File: config.mk
export PLATFORM = sky130hd
export DESIGN_NAME = apm_alt_pin_mux
export DESIGN_NICKNAME = d
export VERILOG_FILES = /design/src/hdl/apm_pkg.sv /design/src/hdl/apm_alt_pin_mux.sv
export SDC_FILE = /design/constraint.sdc
export NUM_CORES = 1
export LEC_CHECK = 0
export ABC_AREA = 1
export BUFFER_PORTS_ARGS = -buffer_cell sky130_fd_sc_hd__clkbuf_2
export CORE_UTILIZATION = 60
export CTS_CLUSTER_DIAMETER = 120
export DETAILED_ROUTE_END_ITERATION = 8
export PLACE_DENSITY = 0.84
export SKIP_LAST_GASP = 1
export SYNTH_ARGS = -nofsm -noshare
export SYNTH_HDL_FRONTEND = slang
export SYNTH_SLANG_ARGS = --single-unit
File: constraint.sdc
create_clock -name i_ref_clk -period 4.24 [get_ports i_ref_clk]
set_input_delay 0.424 -clock i_ref_clk [delete_from_list [all_inputs] [get_ports i_ref_clk]]
set_output_delay 0.424 -clock i_ref_clk [all_outputs]
set_load 0.005 [all_outputs]
File: src/hdl/apm_pkg.sv
// Constants and types shared by the alternate pin function multiplexer
package apm_pkg;
    // Command byte layout
    localparam int         CMD_W          = 8;
    localparam logic [4:0] PIN_CMD_TAG    = 5'h1C;  // Upper five bits 11100
    localparam int         PIN_TAG_LSB    = 3;
    localparam int         P2_SEL_BIT     = 2;
    localparam int         P1_SEL_LSB     = 0;
    localparam logic [3:0] BURST_CMD_TAG  = 4'hF;
    localparam int         BURST_TAG_LSB  = 4;
    localparam int         BURST_EN_BIT   = 0;
    localparam logic [7:0] BURST_PIN_CODE = 8'hE1;  // Only code allowed with burst clocks

    // Second pin selections
    localparam logic       P2_DTXW = 1'h0;
    localparam logic       P2_RCLK = 1'h1;
    // First pin selections
    localparam logic [1:0] P1_LSD  = 2'h0;
    localparam logic [1:0] P1_DRXW = 2'h1;
    localparam logic [1:0] P1_RCLK = 2'h2;
    localparam logic [1:0] P1_DTXW = 2'h3;

    // Mode select codes on the mode port
    localparam int         MODE_W         = 3;
    localparam logic [2:0] MODE_NT_ADAPT  = 3'h0;
    localparam logic [2:0] MODE_NT_FIXED  = 3'h1;
    localparam logic [2:0] MODE_TE_MASTER = 3'h2;
    localparam logic [2:0] MODE_TE_SLAVE  = 3'h3;
    localparam logic [2:0] MODE_MONITOR   = 3'h4;

    // Active mode, one-hot
    typedef enum logic [4:0] {
        MD_NTA = 5'h01,
        MD_NTF = 5'h02,
        MD_TEM = 5'h04,
        MD_TES = 5'h08,
        MD_MON = 5'h10
    } apm_mode_t;

    // Reset values
    localparam apm_mode_t  RST_MODE  = MD_NTA;
    localparam logic       RST_P2    = P2_DTXW;
    localparam logic [1:0] RST_P1    = P1_LSD;

    // D channel slot geometry
    localparam int D_BITS    = 2;   // D bits per frame
    localparam int CNT_W     = 8;   // Bit counter width
    localparam int D_TX_POS  = 16;  // Bit index of first transmit D bit
    localparam int D_RX_POS  = 16;  // Bit index of first receive D bit
endpackage

File: src/hdl/apm_alt_pin_mux.sv
// Alternate pin function multiplexer for the two multipurpose pins
// Overview of operation
// - Pin command is 11100 then second-pin bit then two first-pin bits.
// - Second pin: 0 transmit window, 1 clock; first pin: detect/rx/clock/tx.
// - Mode change defaults: first pin detect; second clock in TE slave, else tx window.
// - Recovered clock output follows the line-locked clock, usable as shift clock.
// - Line detect is open drain, pulled low only when powered down with signal.
// - Line detect stays released whenever the device is powered up.
// - Receive window idles low, high exactly during receive D bit times.
// - Transmit window idles low, high during sampled D bit times; far side gates it.
// - In NT modes the transmit window pulses once per frame.
// - In TE master, code E1 then F1 turns pins 8, 11, 18 to burst set.
// - Transmit burst clock toggles only in the D slot.
// - D data input sampled on rising burst clock edges within the D slot.
// - Receive burst clock gives exactly two shift periods per frame.
// - Receive D data changes on falling edges of the receive burst clock.
// - Five operating modes, one active, chosen by a mode command.
// - TE master sources the shift clock; TE slave accepts the system clock.
module apm_alt_pin_mux #(
    parameter int TX_POS = apm_pkg::D_TX_POS,
    parameter int RX_POS = apm_pkg::D_RX_POS
) (
    input  wire logic                      i_ref_clk,
    input  wire logic                      i_arst_n,
    input  wire logic                      i_mode_valid,
    input  wire logic [apm_pkg::MODE_W-1:0] i_mode_code,
    input  wire logic                      i_cmd_valid,
    input  wire logic [apm_pkg::CMD_W-1:0] i_cmd_byte,
    input  wire logic                      i_powered_up,
    input  wire logic                      i_line_sig_pin,
    input  wire logic                      i_shift_clk_pin,
    input  wire logic                      i_frame_sync_pin,
    input  wire logic                      i_recovered_clk_pin,
    input  wire logic                      i_serial_tx_in,
    input  wire logic                      i_d_data_pin,
    input  wire logic [apm_pkg::D_BITS-1:0] i_d_rx_bits,
    output logic                           o_multipurpose_pin_two,
    output logic                           o_multipurpose_pin_one,
    output logic                           o_multipurpose_pin_one_oe,
    output logic                           o_d_data_pin_is_input,
    output logic                           o_serial_rx_out,
    output logic                           o_serial_rx_oe,
    output logic [apm_pkg::D_BITS-1:0]     o_d_tx_bits,
    output logic                           o_d_tx_valid,
    output logic                           o_shift_clk_out,
    output logic                           o_shift_clk_oe,
    output logic                           o_burst_active
);

    ////////////////////////////////////////////////////////////////////////////
    // State

    typedef struct packed {
        logic                       sck_s1;
        logic                       sck_s2;
        logic                       rck_s1;
        logic                       rck_s2;
        logic                       fs_s1;
        logic                       fs_s2;
        logic                       fs_d;
        logic                       lsd_s1;
        logic                       lsd_s2;
        logic                       bx_s1;
        logic                       bx_s2;
        logic                       dd_s1;
        logic                       dd_s2;
        logic                       sck_d;
        apm_pkg::apm_mode_t         mode;
        logic                       p2_pend;
        logic [1:0]                 p1_pend;
        logic                       burst_pend;
        logic                       p2_sel;
        logic [1:0]                 p1_sel;
        logic                       burst_act;
        logic [apm_pkg::CNT_W-1:0]  bitcnt;
        logic                       tx_win;
        logic                       rx_win;
        logic [apm_pkg::D_BITS-1:0] tx_sh;
        logic [apm_pkg::D_BITS-1:0] tx_bits;
        logic                       tx_valid;
        logic [apm_pkg::D_BITS-1:0] rx_sh;
        logic                       rx_out;
        logic                       rx_oe;
        logic                       pin8;
        logic                       pin18;
        logic                       pin18_oe;
        logic                       sck_out;
    } apm_state_t;

    apm_state_t st_r;
    apm_state_t st_nxt;

    ////////////////////////////////////////////////////////////////////////////
    // Helpers

    // Mode code to one-hot mode; unknown codes keep the current mode
    function automatic apm_pkg::apm_mode_t decode_mode(
        input logic [apm_pkg::MODE_W-1:0] code,
        input apm_pkg::apm_mode_t         cur
    );
        case (code)
            apm_pkg::MODE_NT_ADAPT:  decode_mode = apm_pkg::MD_NTA;
            apm_pkg::MODE_NT_FIXED:  decode_mode = apm_pkg::MD_NTF;
            apm_pkg::MODE_TE_MASTER: decode_mode = apm_pkg::MD_TEM;
            apm_pkg::MODE_TE_SLAVE:  decode_mode = apm_pkg::MD_TES;
            apm_pkg::MODE_MONITOR:   decode_mode = apm_pkg::MD_MON;
            default:                 decode_mode = cur;
        endcase
    endfunction

    // Bit counter lies inside a D slot starting at pos
    function automatic logic in_slot(
        input logic [apm_pkg::CNT_W-1:0] cnt,
        input int                        pos
    );
        in_slot = (int'(cnt) >= pos) && (int'(cnt) < pos + apm_pkg::D_BITS);
    endfunction

    ////////////////////////////////////////////////////////////////////////////
    // Next state

    always_comb begin
        logic                      sck;
        logic                      sck_rise;
        logic                      sck_fall;
        logic                      frame;
        logic [apm_pkg::CNT_W-1:0] cnt_nxt;
        logic                      txb;
        logic                      rxb;
        int                        idx;
        sck      = 1'b0;
        sck_rise = 1'b0;
        sck_fall = 1'b0;
        frame    = 1'b0;
        cnt_nxt  = '0;
        txb      = 1'b0;
        rxb      = 1'b0;
        idx      = 0;
        st_nxt   = st_r;

        // Two-flop synchronisers on every pin input
        st_nxt.sck_s1 = i_shift_clk_pin;
        st_nxt.sck_s2 = st_r.sck_s1;
        st_nxt.rck_s1 = i_recovered_clk_pin;
        st_nxt.rck_s2 = st_r.rck_s1;
        st_nxt.fs_s1  = i_frame_sync_pin;
        st_nxt.fs_s2  = st_r.fs_s1;
        st_nxt.fs_d   = st_r.fs_s2;
        st_nxt.lsd_s1 = i_line_sig_pin;
        st_nxt.lsd_s2 = st_r.lsd_s1;
        st_nxt.bx_s1  = i_serial_tx_in;
        st_nxt.bx_s2  = st_r.bx_s1;
        st_nxt.dd_s1  = i_d_data_pin;
        st_nxt.dd_s2  = st_r.dd_s1;

        // Master sources its own shift clock from the recovered clock
        sck = (st_r.mode == apm_pkg::MD_TEM) ? st_r.rck_s2 : st_r.sck_s2;
        st_nxt.sck_d = sck;
        sck_rise = sck & ~st_r.sck_d;
        sck_fall = ~sck & st_r.sck_d;
        frame    = st_r.fs_s2 & ~st_r.fs_d;

        // Commands; a mode change wins over a pin command in the same cycle
        if (i_mode_valid) begin
            st_nxt.mode       = decode_mode(i_mode_code, st_r.mode);
            st_nxt.p1_pend    = apm_pkg::P1_LSD;
            st_nxt.p2_pend    = (st_nxt.mode == apm_pkg::MD_TES) ?
                                apm_pkg::P2_RCLK : apm_pkg::P2_DTXW;
            st_nxt.burst_pend = 1'b0;
        end else if (i_cmd_valid) begin
            if (i_cmd_byte[7:apm_pkg::PIN_TAG_LSB] == apm_pkg::PIN_CMD_TAG) begin
                st_nxt.p2_pend    = i_cmd_byte[apm_pkg::P2_SEL_BIT];
                st_nxt.p1_pend    = i_cmd_byte[apm_pkg::P1_SEL_LSB +: 2];
                st_nxt.burst_pend = 1'b0;  // Any new pin code drops burst set
            end else if (i_cmd_byte[7:apm_pkg::BURST_TAG_LSB] == apm_pkg::BURST_CMD_TAG) begin
                // Burst set only in TE master after the one supported pin code
                st_nxt.burst_pend = i_cmd_byte[apm_pkg::BURST_EN_BIT]
                    && (st_r.mode == apm_pkg::MD_TEM)
                    && ({apm_pkg::PIN_CMD_TAG, st_r.p2_pend, st_r.p1_pend}
                        == apm_pkg::BURST_PIN_CODE);
            end
        end

        // Frame boundary restarts the bit count and commits pending selects
        if (frame) begin
            cnt_nxt          = '0;
            st_nxt.p2_sel    = st_r.p2_pend;
            st_nxt.p1_sel    = st_r.p1_pend;
            st_nxt.burst_act = st_r.burst_pend && (st_r.mode == apm_pkg::MD_TEM);
            st_nxt.rx_sh     = i_d_rx_bits;
        end else if (sck_rise && (st_r.bitcnt != {apm_pkg::CNT_W{1'b1}})) begin
            cnt_nxt = st_r.bitcnt + 1'b1;  // Saturates if frame sync goes missing
        end else begin
            cnt_nxt = st_r.bitcnt;
        end
        st_nxt.bitcnt = cnt_nxt;

        // Windows follow the count, so one pulse per frame
        st_nxt.tx_win = in_slot(cnt_nxt, TX_POS);
        st_nxt.rx_win = in_slot(cnt_nxt, RX_POS);

        // Transmit D bits sampled mid-bit, at the burst clock rising edge
        st_nxt.tx_valid = 1'b0;
        if (sck_fall && st_r.tx_win) begin
            st_nxt.tx_sh = {st_r.tx_sh[apm_pkg::D_BITS-2:0],
                            st_r.burst_act ? st_r.dd_s2 : st_r.bx_s2};
            if (int'(st_r.bitcnt) == TX_POS + apm_pkg::D_BITS - 1) begin
                st_nxt.tx_bits  = st_nxt.tx_sh;
                st_nxt.tx_valid = 1'b1;
            end
        end

        // Receive D bits launched at bit start, msb first, released outside slot
        if (sck_rise || frame) begin
            if (in_slot(cnt_nxt, RX_POS)) begin
                idx           = apm_pkg::D_BITS - 1 - (int'(cnt_nxt) - RX_POS);
                st_nxt.rx_out = st_r.rx_sh[idx];
                st_nxt.rx_oe  = 1'b1;
            end else begin
                st_nxt.rx_oe  = 1'b0;
            end
        end

        // Burst clocks: high in the low half of each slot bit, so edges are
        // at mid-bit (rising) and bit start (falling)
        txb = st_nxt.tx_win & ~sck;
        rxb = st_nxt.rx_win & ~sck;

        // Recovered clock passes straight to a pin, re-timed once
        st_nxt.sck_out = st_r.rck_s2;

        // Second pin
        if (st_r.burst_act) begin
            st_nxt.pin8 = txb;
        end else if (st_r.p2_sel == apm_pkg::P2_RCLK) begin
            st_nxt.pin8 = st_r.rck_s2;
        end else begin
            st_nxt.pin8 = st_nxt.tx_win;
        end

        // First pin; open drain only while it carries line detect
        st_nxt.pin18_oe = 1'b1;
        if (st_r.burst_act) begin
            st_nxt.pin18 = rxb;
        end else begin
            case (st_r.p1_sel)
                apm_pkg::P1_LSD: begin
                    st_nxt.pin18    = 1'b0;
                    st_nxt.pin18_oe = ~i_powered_up & st_r.lsd_s2;
                end
                apm_pkg::P1_DRXW: st_nxt.pin18 = st_nxt.rx_win;
                apm_pkg::P1_RCLK: st_nxt.pin18 = st_r.rck_s2;
                apm_pkg::P1_DTXW: st_nxt.pin18 = st_nxt.tx_win;
                default:          st_nxt.pin18 = 1'b0;
            endcase
        end
    end

    ////////////////////////////////////////////////////////////////////////////
    // Registers

    // Reset values give the reset mode's default pin functions
    always_ff @(posedge i_ref_clk or negedge i_arst_n) begin
        if (!i_arst_n) begin
            st_r         <= '0;
            st_r.mode    <= apm_pkg::RST_MODE;
            st_r.p2_pend <= apm_pkg::RST_P2;
            st_r.p1_pend <= apm_pkg::RST_P1;
            st_r.p2_sel  <= apm_pkg::RST_P2;
            st_r.p1_sel  <= apm_pkg::RST_P1;
        end else begin
            st_r <= st_nxt;
        end
    end

    ////////////////////////////////////////////////////////////////////////////
    // Outputs

    // Pin data all from flops; pin 11 direction follows burst set
    assign o_multipurpose_pin_two    = st_r.pin8;
    assign o_multipurpose_pin_one    = st_r.pin18;
    assign o_multipurpose_pin_one_oe = st_r.pin18_oe;
    assign o_d_data_pin_is_input     = st_r.burst_act;
    assign o_serial_rx_out           = st_r.rx_out;
    assign o_serial_rx_oe            = st_r.rx_oe;
    assign o_d_tx_bits               = st_r.tx_bits;
    assign o_d_tx_valid              = st_r.tx_valid;
    assign o_burst_active            = st_r.burst_act;
    // Shift clock driven only in the master mode
    assign o_shift_clk_out           = st_r.sck_out;
    assign o_shift_clk_oe            = (st_r.mode == apm_pkg::MD_TEM);

endmodule

== Word-level counts from Yosys, hierarchy flattened ==
Index checks and enable logic that the tools add are counted.
Word-level totals
  output and inout bits: 12
  word-level logic and storage cells: 103
  bits in registers: 48
Cells by class
  bitwise gates (word level): 9
  add/subtract/negate cells: 3
  eq/ne operators: 14
  reduce and logical (&&, ||, !) cells: 17
  muxes and demuxes: 24
  magnitude comparators: 3
Operator list (number)
  5-bit case mux with 5 select lines: 1
  1-bit 2-to-1 mux: 16
  8-bit 2-to-1 mux: 2
  10-bit by 3-bit < comparator with 1-bit output, second input constant: 1
  2-bit by 9-bit subtractor with 10-bit output, first input constant: 1
  8-bit by 5-bit subtractor with 9-bit output, second input constant: 1
  8-bit by 1-bit adder with 8-bit output, second input constant: 1
  8-bit by 6-bit equality test with 1-bit output, second input constant: 1
  8-bit by 5-bit greater-or-equal comparator with 1-bit output, second input constant: 1
  8-bit by 5-bit < comparator with 1-bit output, second input constant: 1
  4-bit 2-to-1 mux: 2
  8-bit inequality test, second input constant: 1
  2-bit AND reduction: 4
  3-bit by 1-bit equality test with 1-bit output, second input constant: 2
  3-bit by 2-bit equality test with 1-bit output, second input constant: 2
  1-bit logical AND: 6
  1-bit bitwise AND: 5
  5-bit by 3-bit equality test with 1-bit output, second input constant: 1
  5-bit by 4-bit equality test with 1-bit output, second input constant: 1
  5-bit equality test, second input constant: 1
  5-bit 2-to-1 mux: 1
  2-bit equality test, second input constant: 2
  4-bit equality test, second input constant: 1
  1-bit NOT: 4
  other kinds (10): 11

== Depth between registers and ports, before layout ==
  depth in word-level cells: 11
  depth in mapped cells: 15
  gate-level depth less buffers: 15

== Worst setup path after synthesis ==
No wires, ideal clock.
  path type: register to register
  start point: register st_r[15] (netlist name)
  end point: register st_r, in the netlist o_serial_rx_out
  setup slack: 2.558 ns
  path buffers: 0
  period minus slack after synthesis: 1.682 ns
  cell stages (with the launch flop): 14
  arrival time: 1.565 ns
  path through: dfrtp_1 > ha_1 > nand2_2 > nor2_4 > nand2_4 > inv_1 > nor2_1 > nand4_1 > nand3_1 > nand2_2 > nor2_4 > nand3_1 > nand2_1 > nand2_1
On the way
  cells in the longest elaborated chain, start to end: 9
  elaborated cells between the ends (all ways): 14
  those cells by class: add/sub: 3; order compare: 2; eq/ne: 1; mux: 5; reduce/logical: 3
Ends and longest elaborated chain
  start: declaration: line apm_alt_pin_mux.sv:90  | apm_state_t st_r;
  start signal: assignment: line apm_alt_pin_mux.sv:272  | st_r <= st_nxt;
  branches (longest 2 deep; another with 8-bit by 1-bit adder with 8-bit output)
  8-bit 2-to-1 mux (*): line apm_alt_pin_mux.sv:191  | end else if (sck_rise && (st_r.bitcnt != {apm_pkg::CNT_W{1'b1}})) begin
  8-bit 2-to-1 mux (*): line apm_alt_pin_mux.sv:185  | if (frame) begin
  8-bit by 5-bit subtractor with 9-bit output: line apm_alt_pin_mux.sv:216  | idx = apm_pkg::D_BITS - 1 - (int'(cnt_nxt) - RX_POS);
  2-bit by 9-bit subtractor with 10-bit output: line apm_alt_pin_mux.sv:216
  1-bit 2-to-1 mux (not written as such) (3 in a row): line apm_alt_pin_mux.sv:217  | st_nxt.rx_out = st_r.rx_sh[idx];
Mark *: on every way between the ends. The select of a mux whose other input is x is not followed.
A chain may end at the register's enable or synchronous reset.

== Worst setup path after layout ==
  start point: register st_r[31] (netlist name)
  end point: register st_r, in the netlist o_serial_rx_out
On the way
  cells in the longest elaborated chain, start to end: 11
  elaborated cells between the ends (all ways): 16
  those cells by class: add/sub: 2; order compare: 2; eq/ne: 1; mux: 6; bitwise: 1; reduce/logical: 4
Ends and longest elaborated chain
  5-bit by 3-bit equality test with 1-bit output (*): line apm_alt_pin_mux.sv:157  | sck = (st_r.mode == apm_pkg::MD_TEM) ? st_r.rck_s2 : st_r.sck_s2;
  1-bit 2-to-1 mux (*): line apm_alt_pin_mux.sv:157
  1-bit bitwise AND (*): line apm_alt_pin_mux.sv:159  | sck_rise = sck & ~st_r.sck_d;
  1-bit logical AND: line apm_alt_pin_mux.sv:191
  8-bit 2-to-1 mux: line apm_alt_pin_mux.sv:191
  8-bit 2-to-1 mux: line apm_alt_pin_mux.sv:185
  8-bit by 5-bit subtractor with 9-bit output: line apm_alt_pin_mux.sv:216
  2-bit by 9-bit subtractor with 10-bit output: line apm_alt_pin_mux.sv:216
  1-bit 2-to-1 mux (not written as such) (3 in a row): line apm_alt_pin_mux.sv:217
Every way passes the cells marked *; elsewhere a longest branch is shown, timed or not. The select of a mux whose other input is x is not followed.

==> key figures <==
Pwr
  – PD cells: 402 nW/µm²
  – Leakage: 1.34 nW
  – Overall power: 0.00101 W
  – VDD IR-drop max: 0.000321 V

Synthesis
  – Largest cells by area after synthesis: dfrtp_1 53%, nand2_1 9.8%, inv_1 5.9%
  – Post-Synthesis Cells: 250
  – Sequential area share after synthesis: 54.0%
  – Synth top area share: 52.8%
  – Post-Syn Area per Cell: 8.91 µm²
  – Syn_nets: 276
  – Library cells used by synthesis: 31
  – Synth Warn #: 0
  – Area leader, netlist: dfrtp_1
  – Post-synth EDFFs: 0
  – Synth Cell Area: 2230 µm²
  – Most common cell in the netlist: nand2_1
  – #FFs+latches synth: 48
  – Commonest cells post-synth: 58 x nand2_1, 47 x dfrtp_1, 35 x inv_1
  – Top FF cell, synth: dfrtp_1
  – Synth async-reset ratio: 100%

Clock tree
  – H-tree levels: 2
  – Post-CTS Setup Inserts: 0
  – CTS tree: built
  – Longest Clk Path Bufs: 2
  – Reg clk slew, reported paths: 90 ps
  – Post_cts resized: 0
  – Root Driver: clkbuf_8
  – CTS Sinks: 48
  – Total CTS buffers: 5
  – Worst-Skew Late Latency: 300 ps
  – # hold bufs at CTS: 0

Placement
  – I/O Buffers: 35
  – DP HPWL: 3140 µm
  – Routability cong.: 0.881
  – DP Worst Slack: 2270 ps

Floorplan
  – I/O pin cnt: 36
  – Initial core utilization: 64.7%
  – Rows: 21
  – Die ar.: 3960 µm²
  – Die width: 62.9 µm
  – Die height: 62.9 µm
  – Core area: 3440 µm²

Routing
  – Drt drc: 0
  – Initial DRC count: 118
  – Wirelength, routed: 4280 µm
  – First-pass DRT Iterations: 4
  – Via count: 1,764
  – ANT nets after route: 0
  – Vias per cell: 5.28
  – WL per Instance: 12.8 µm

Critical path
  – Crit. End Element: flop
  – Critical path data arrival time: 2220 ps
  – Critical path required time: 4440 ps
  – Critical path type: reg -> reg
  – Max incr delay on CP: 540 ps
  – CP startpoint kind: flop
  – Most frequent CP cell: nand2_1
  – Worst-path cell chain: nor2_2 > nand3_2 > nand2_2 > nand2_2 > nand2_1 > nor2_1 > nand2_1 > nand2_1 > nand2_2 > nor2_4 > nand3_1 > nand2_1 > nand2_1
  – Slowest CP cell: dfstp_2
  – Crit path max fanout: 12

STA
  – Setup violators final: 0
  – Period minus WS final: 2020 ps
  – Max Clk Rate: 495 MHz
  – Final Max Tran Viols: 0
  – Total negative slack: 0 ps
  – Slew @ Worst Pin: 586 ps
  – Hold Slack: 194 ps
  – Setup ws final: 2220 ps
  – RSZ-0062 raised after global routing: false
  – Final hold vios: 0
  – Slew headroom: 60.9%
  – Final Cycle Share: 47.6%
  – Fin Clk Skew: 5.46 ps

Cells and area
  – Layout cell share with drive strength beyond 1: 24.7%
  – Register area: 1200 µm²
  – Utilization after layout: 73.1%
  – Area delta synth->final: 13.0%
  – Ant. Diodes: 0
  – # fillers: 276
  – Multi-input gate area: 841 µm²
  – Fin nets: 313

Job
  – Max cap viols: 0

Outcome
  – Outcome: finished clean

Hold path
  – Min-delay worst type: in -> async

GRT
  – Vias in the first global route: 1,715
  – Total global-route track usage: 25.3%
  – Grt total ovfl: 0
  – Pin count of the biggest net entering global routing: 49
  – Initial antenna violation count: 0
  – First-pass GRT wire length: 7540 µm
-- metrics by stage --
stage | std cells | instance area (µm²)
floorplan | 250 | 2230
global placement | 326 | 2430
detailed placement | 326 | 2430
CTS | 334 | 2520
global route | 334 | 2520
finish | 334 | 2520
-- worst paths after layout --
check                                     from               to  slack [ps]  depth (start not counted)
max                                   st_r[31]  o_serial_rx_out        2220                         13
min                                   i_arst_n   o_d_tx_bits[0]         190                          2
max reg2reg                           st_r[31]  o_serial_rx_out        2220                         13
min reg2reg                         st_nxt[39]         st_r[39]         350                          0
max in group asynchronous             i_arst_n          st_r[6]        3640                          2
min in group i_ref_clk     i_recovered_clk_pin       st_nxt[46]         220                          1
-- placed cells by master (no fill, tap or decap) --
cell	n
a21boi_1	1
a21oi_1	4
a21oi_2	1
a31oi_1	1
buf_4	1
clkbuf_2	35
clkbuf_8	5
clkinv_1	1
clkinv_2	1
clkinv_4	1
dfrtp_1	47
dfstp_2	1
ha_1	2
inv_1	35
inv_2	2
inv_6	1
mux2_2	1
mux2i_1	1
nand2_1	58
nand2_2	9
nand2_4	2
nand3_1	18
nand3_2	2
nand4_1	13
nand4_4	1
nor2_1	13
nor2_2	4
nor2_4	4
nor3_1	1
nor4_1	1
o211ai_1	1
o21ai_0	18
o22ai_1	1
xor2_1	1
-- where the power goes --
| part | switching [W] | internal (W) | leakage, nW |
|---|---|---|---|
| Clock | 0.000156 | 0.000118 | 0.0485 |
| Sequential | 0.0000350 | 0.000512 | 0.603 |
| Combinational | 0.000118 | 0.0000720 | 0.687 |
| Total | 0.000309 | 0.000702 | 1.34 |
-- critical path, delay by kind of cell, from the launching register on --
family | cells | cell delay (ps)
and+or+nand+nor | 13 | 1370
DFF | 1 | 540
-- sequential cells by signal, indices dropped and copies added, names as in the netlist --
| name | flops |
|---|---|
| o_serial_rx_oe | 1 |
| o_multipurpose_pin_two | 1 |
| o_multipurpose_pin_one_oe | 1 |
| st_nxt | 8 |
| st_r | 30 |
| o_multipurpose_pin_one | 1 |
| o_serial_rx_out | 1 |
| o_d_tx_valid | 1 |
| o_d_tx_bits | 2 |
| o_shift_clk_out | 1 |
| o_burst_active | 1 |
-- routing by layer --
metal / vias to the layer above / wire, µm / global-route usage, %
met2: 50 / 2040 / 39.8
met1: 828 / 1910 / 32.7
met3: 11 / 227 / 5.66
met4: 0 / 102 / 13.1
met5: - / 0 / 0
li1: 875 / - / -
-- cell families (layout without fill, tap and decap cells) --
family                     count (synthesis)  count (layout)  share of synthesized area (%)
buffers and inverters                     44              82                           8.26
DFF                                       48              48                           54.0
and+or+nand+nor                          126             126                           28.7
adders and majority gates                  2               2                           1.12
AOI/OAI and AO/OA                         27              27                           6.57
xor gates and xnor gates                   1               1                          0.393
muxes                                      2               2                          0.955
-- area by class of cell --
class,instances,share of cell area (%)
clock buffers,5,2.73
clock inverters,3,0.895
inverters,38,5.67
well taps,46,2.29
repair buffers,36,7.26
multi-input cells,158,33.4
flip-flops and latches,48,47.8
Power figures use the tool's default switching activity.
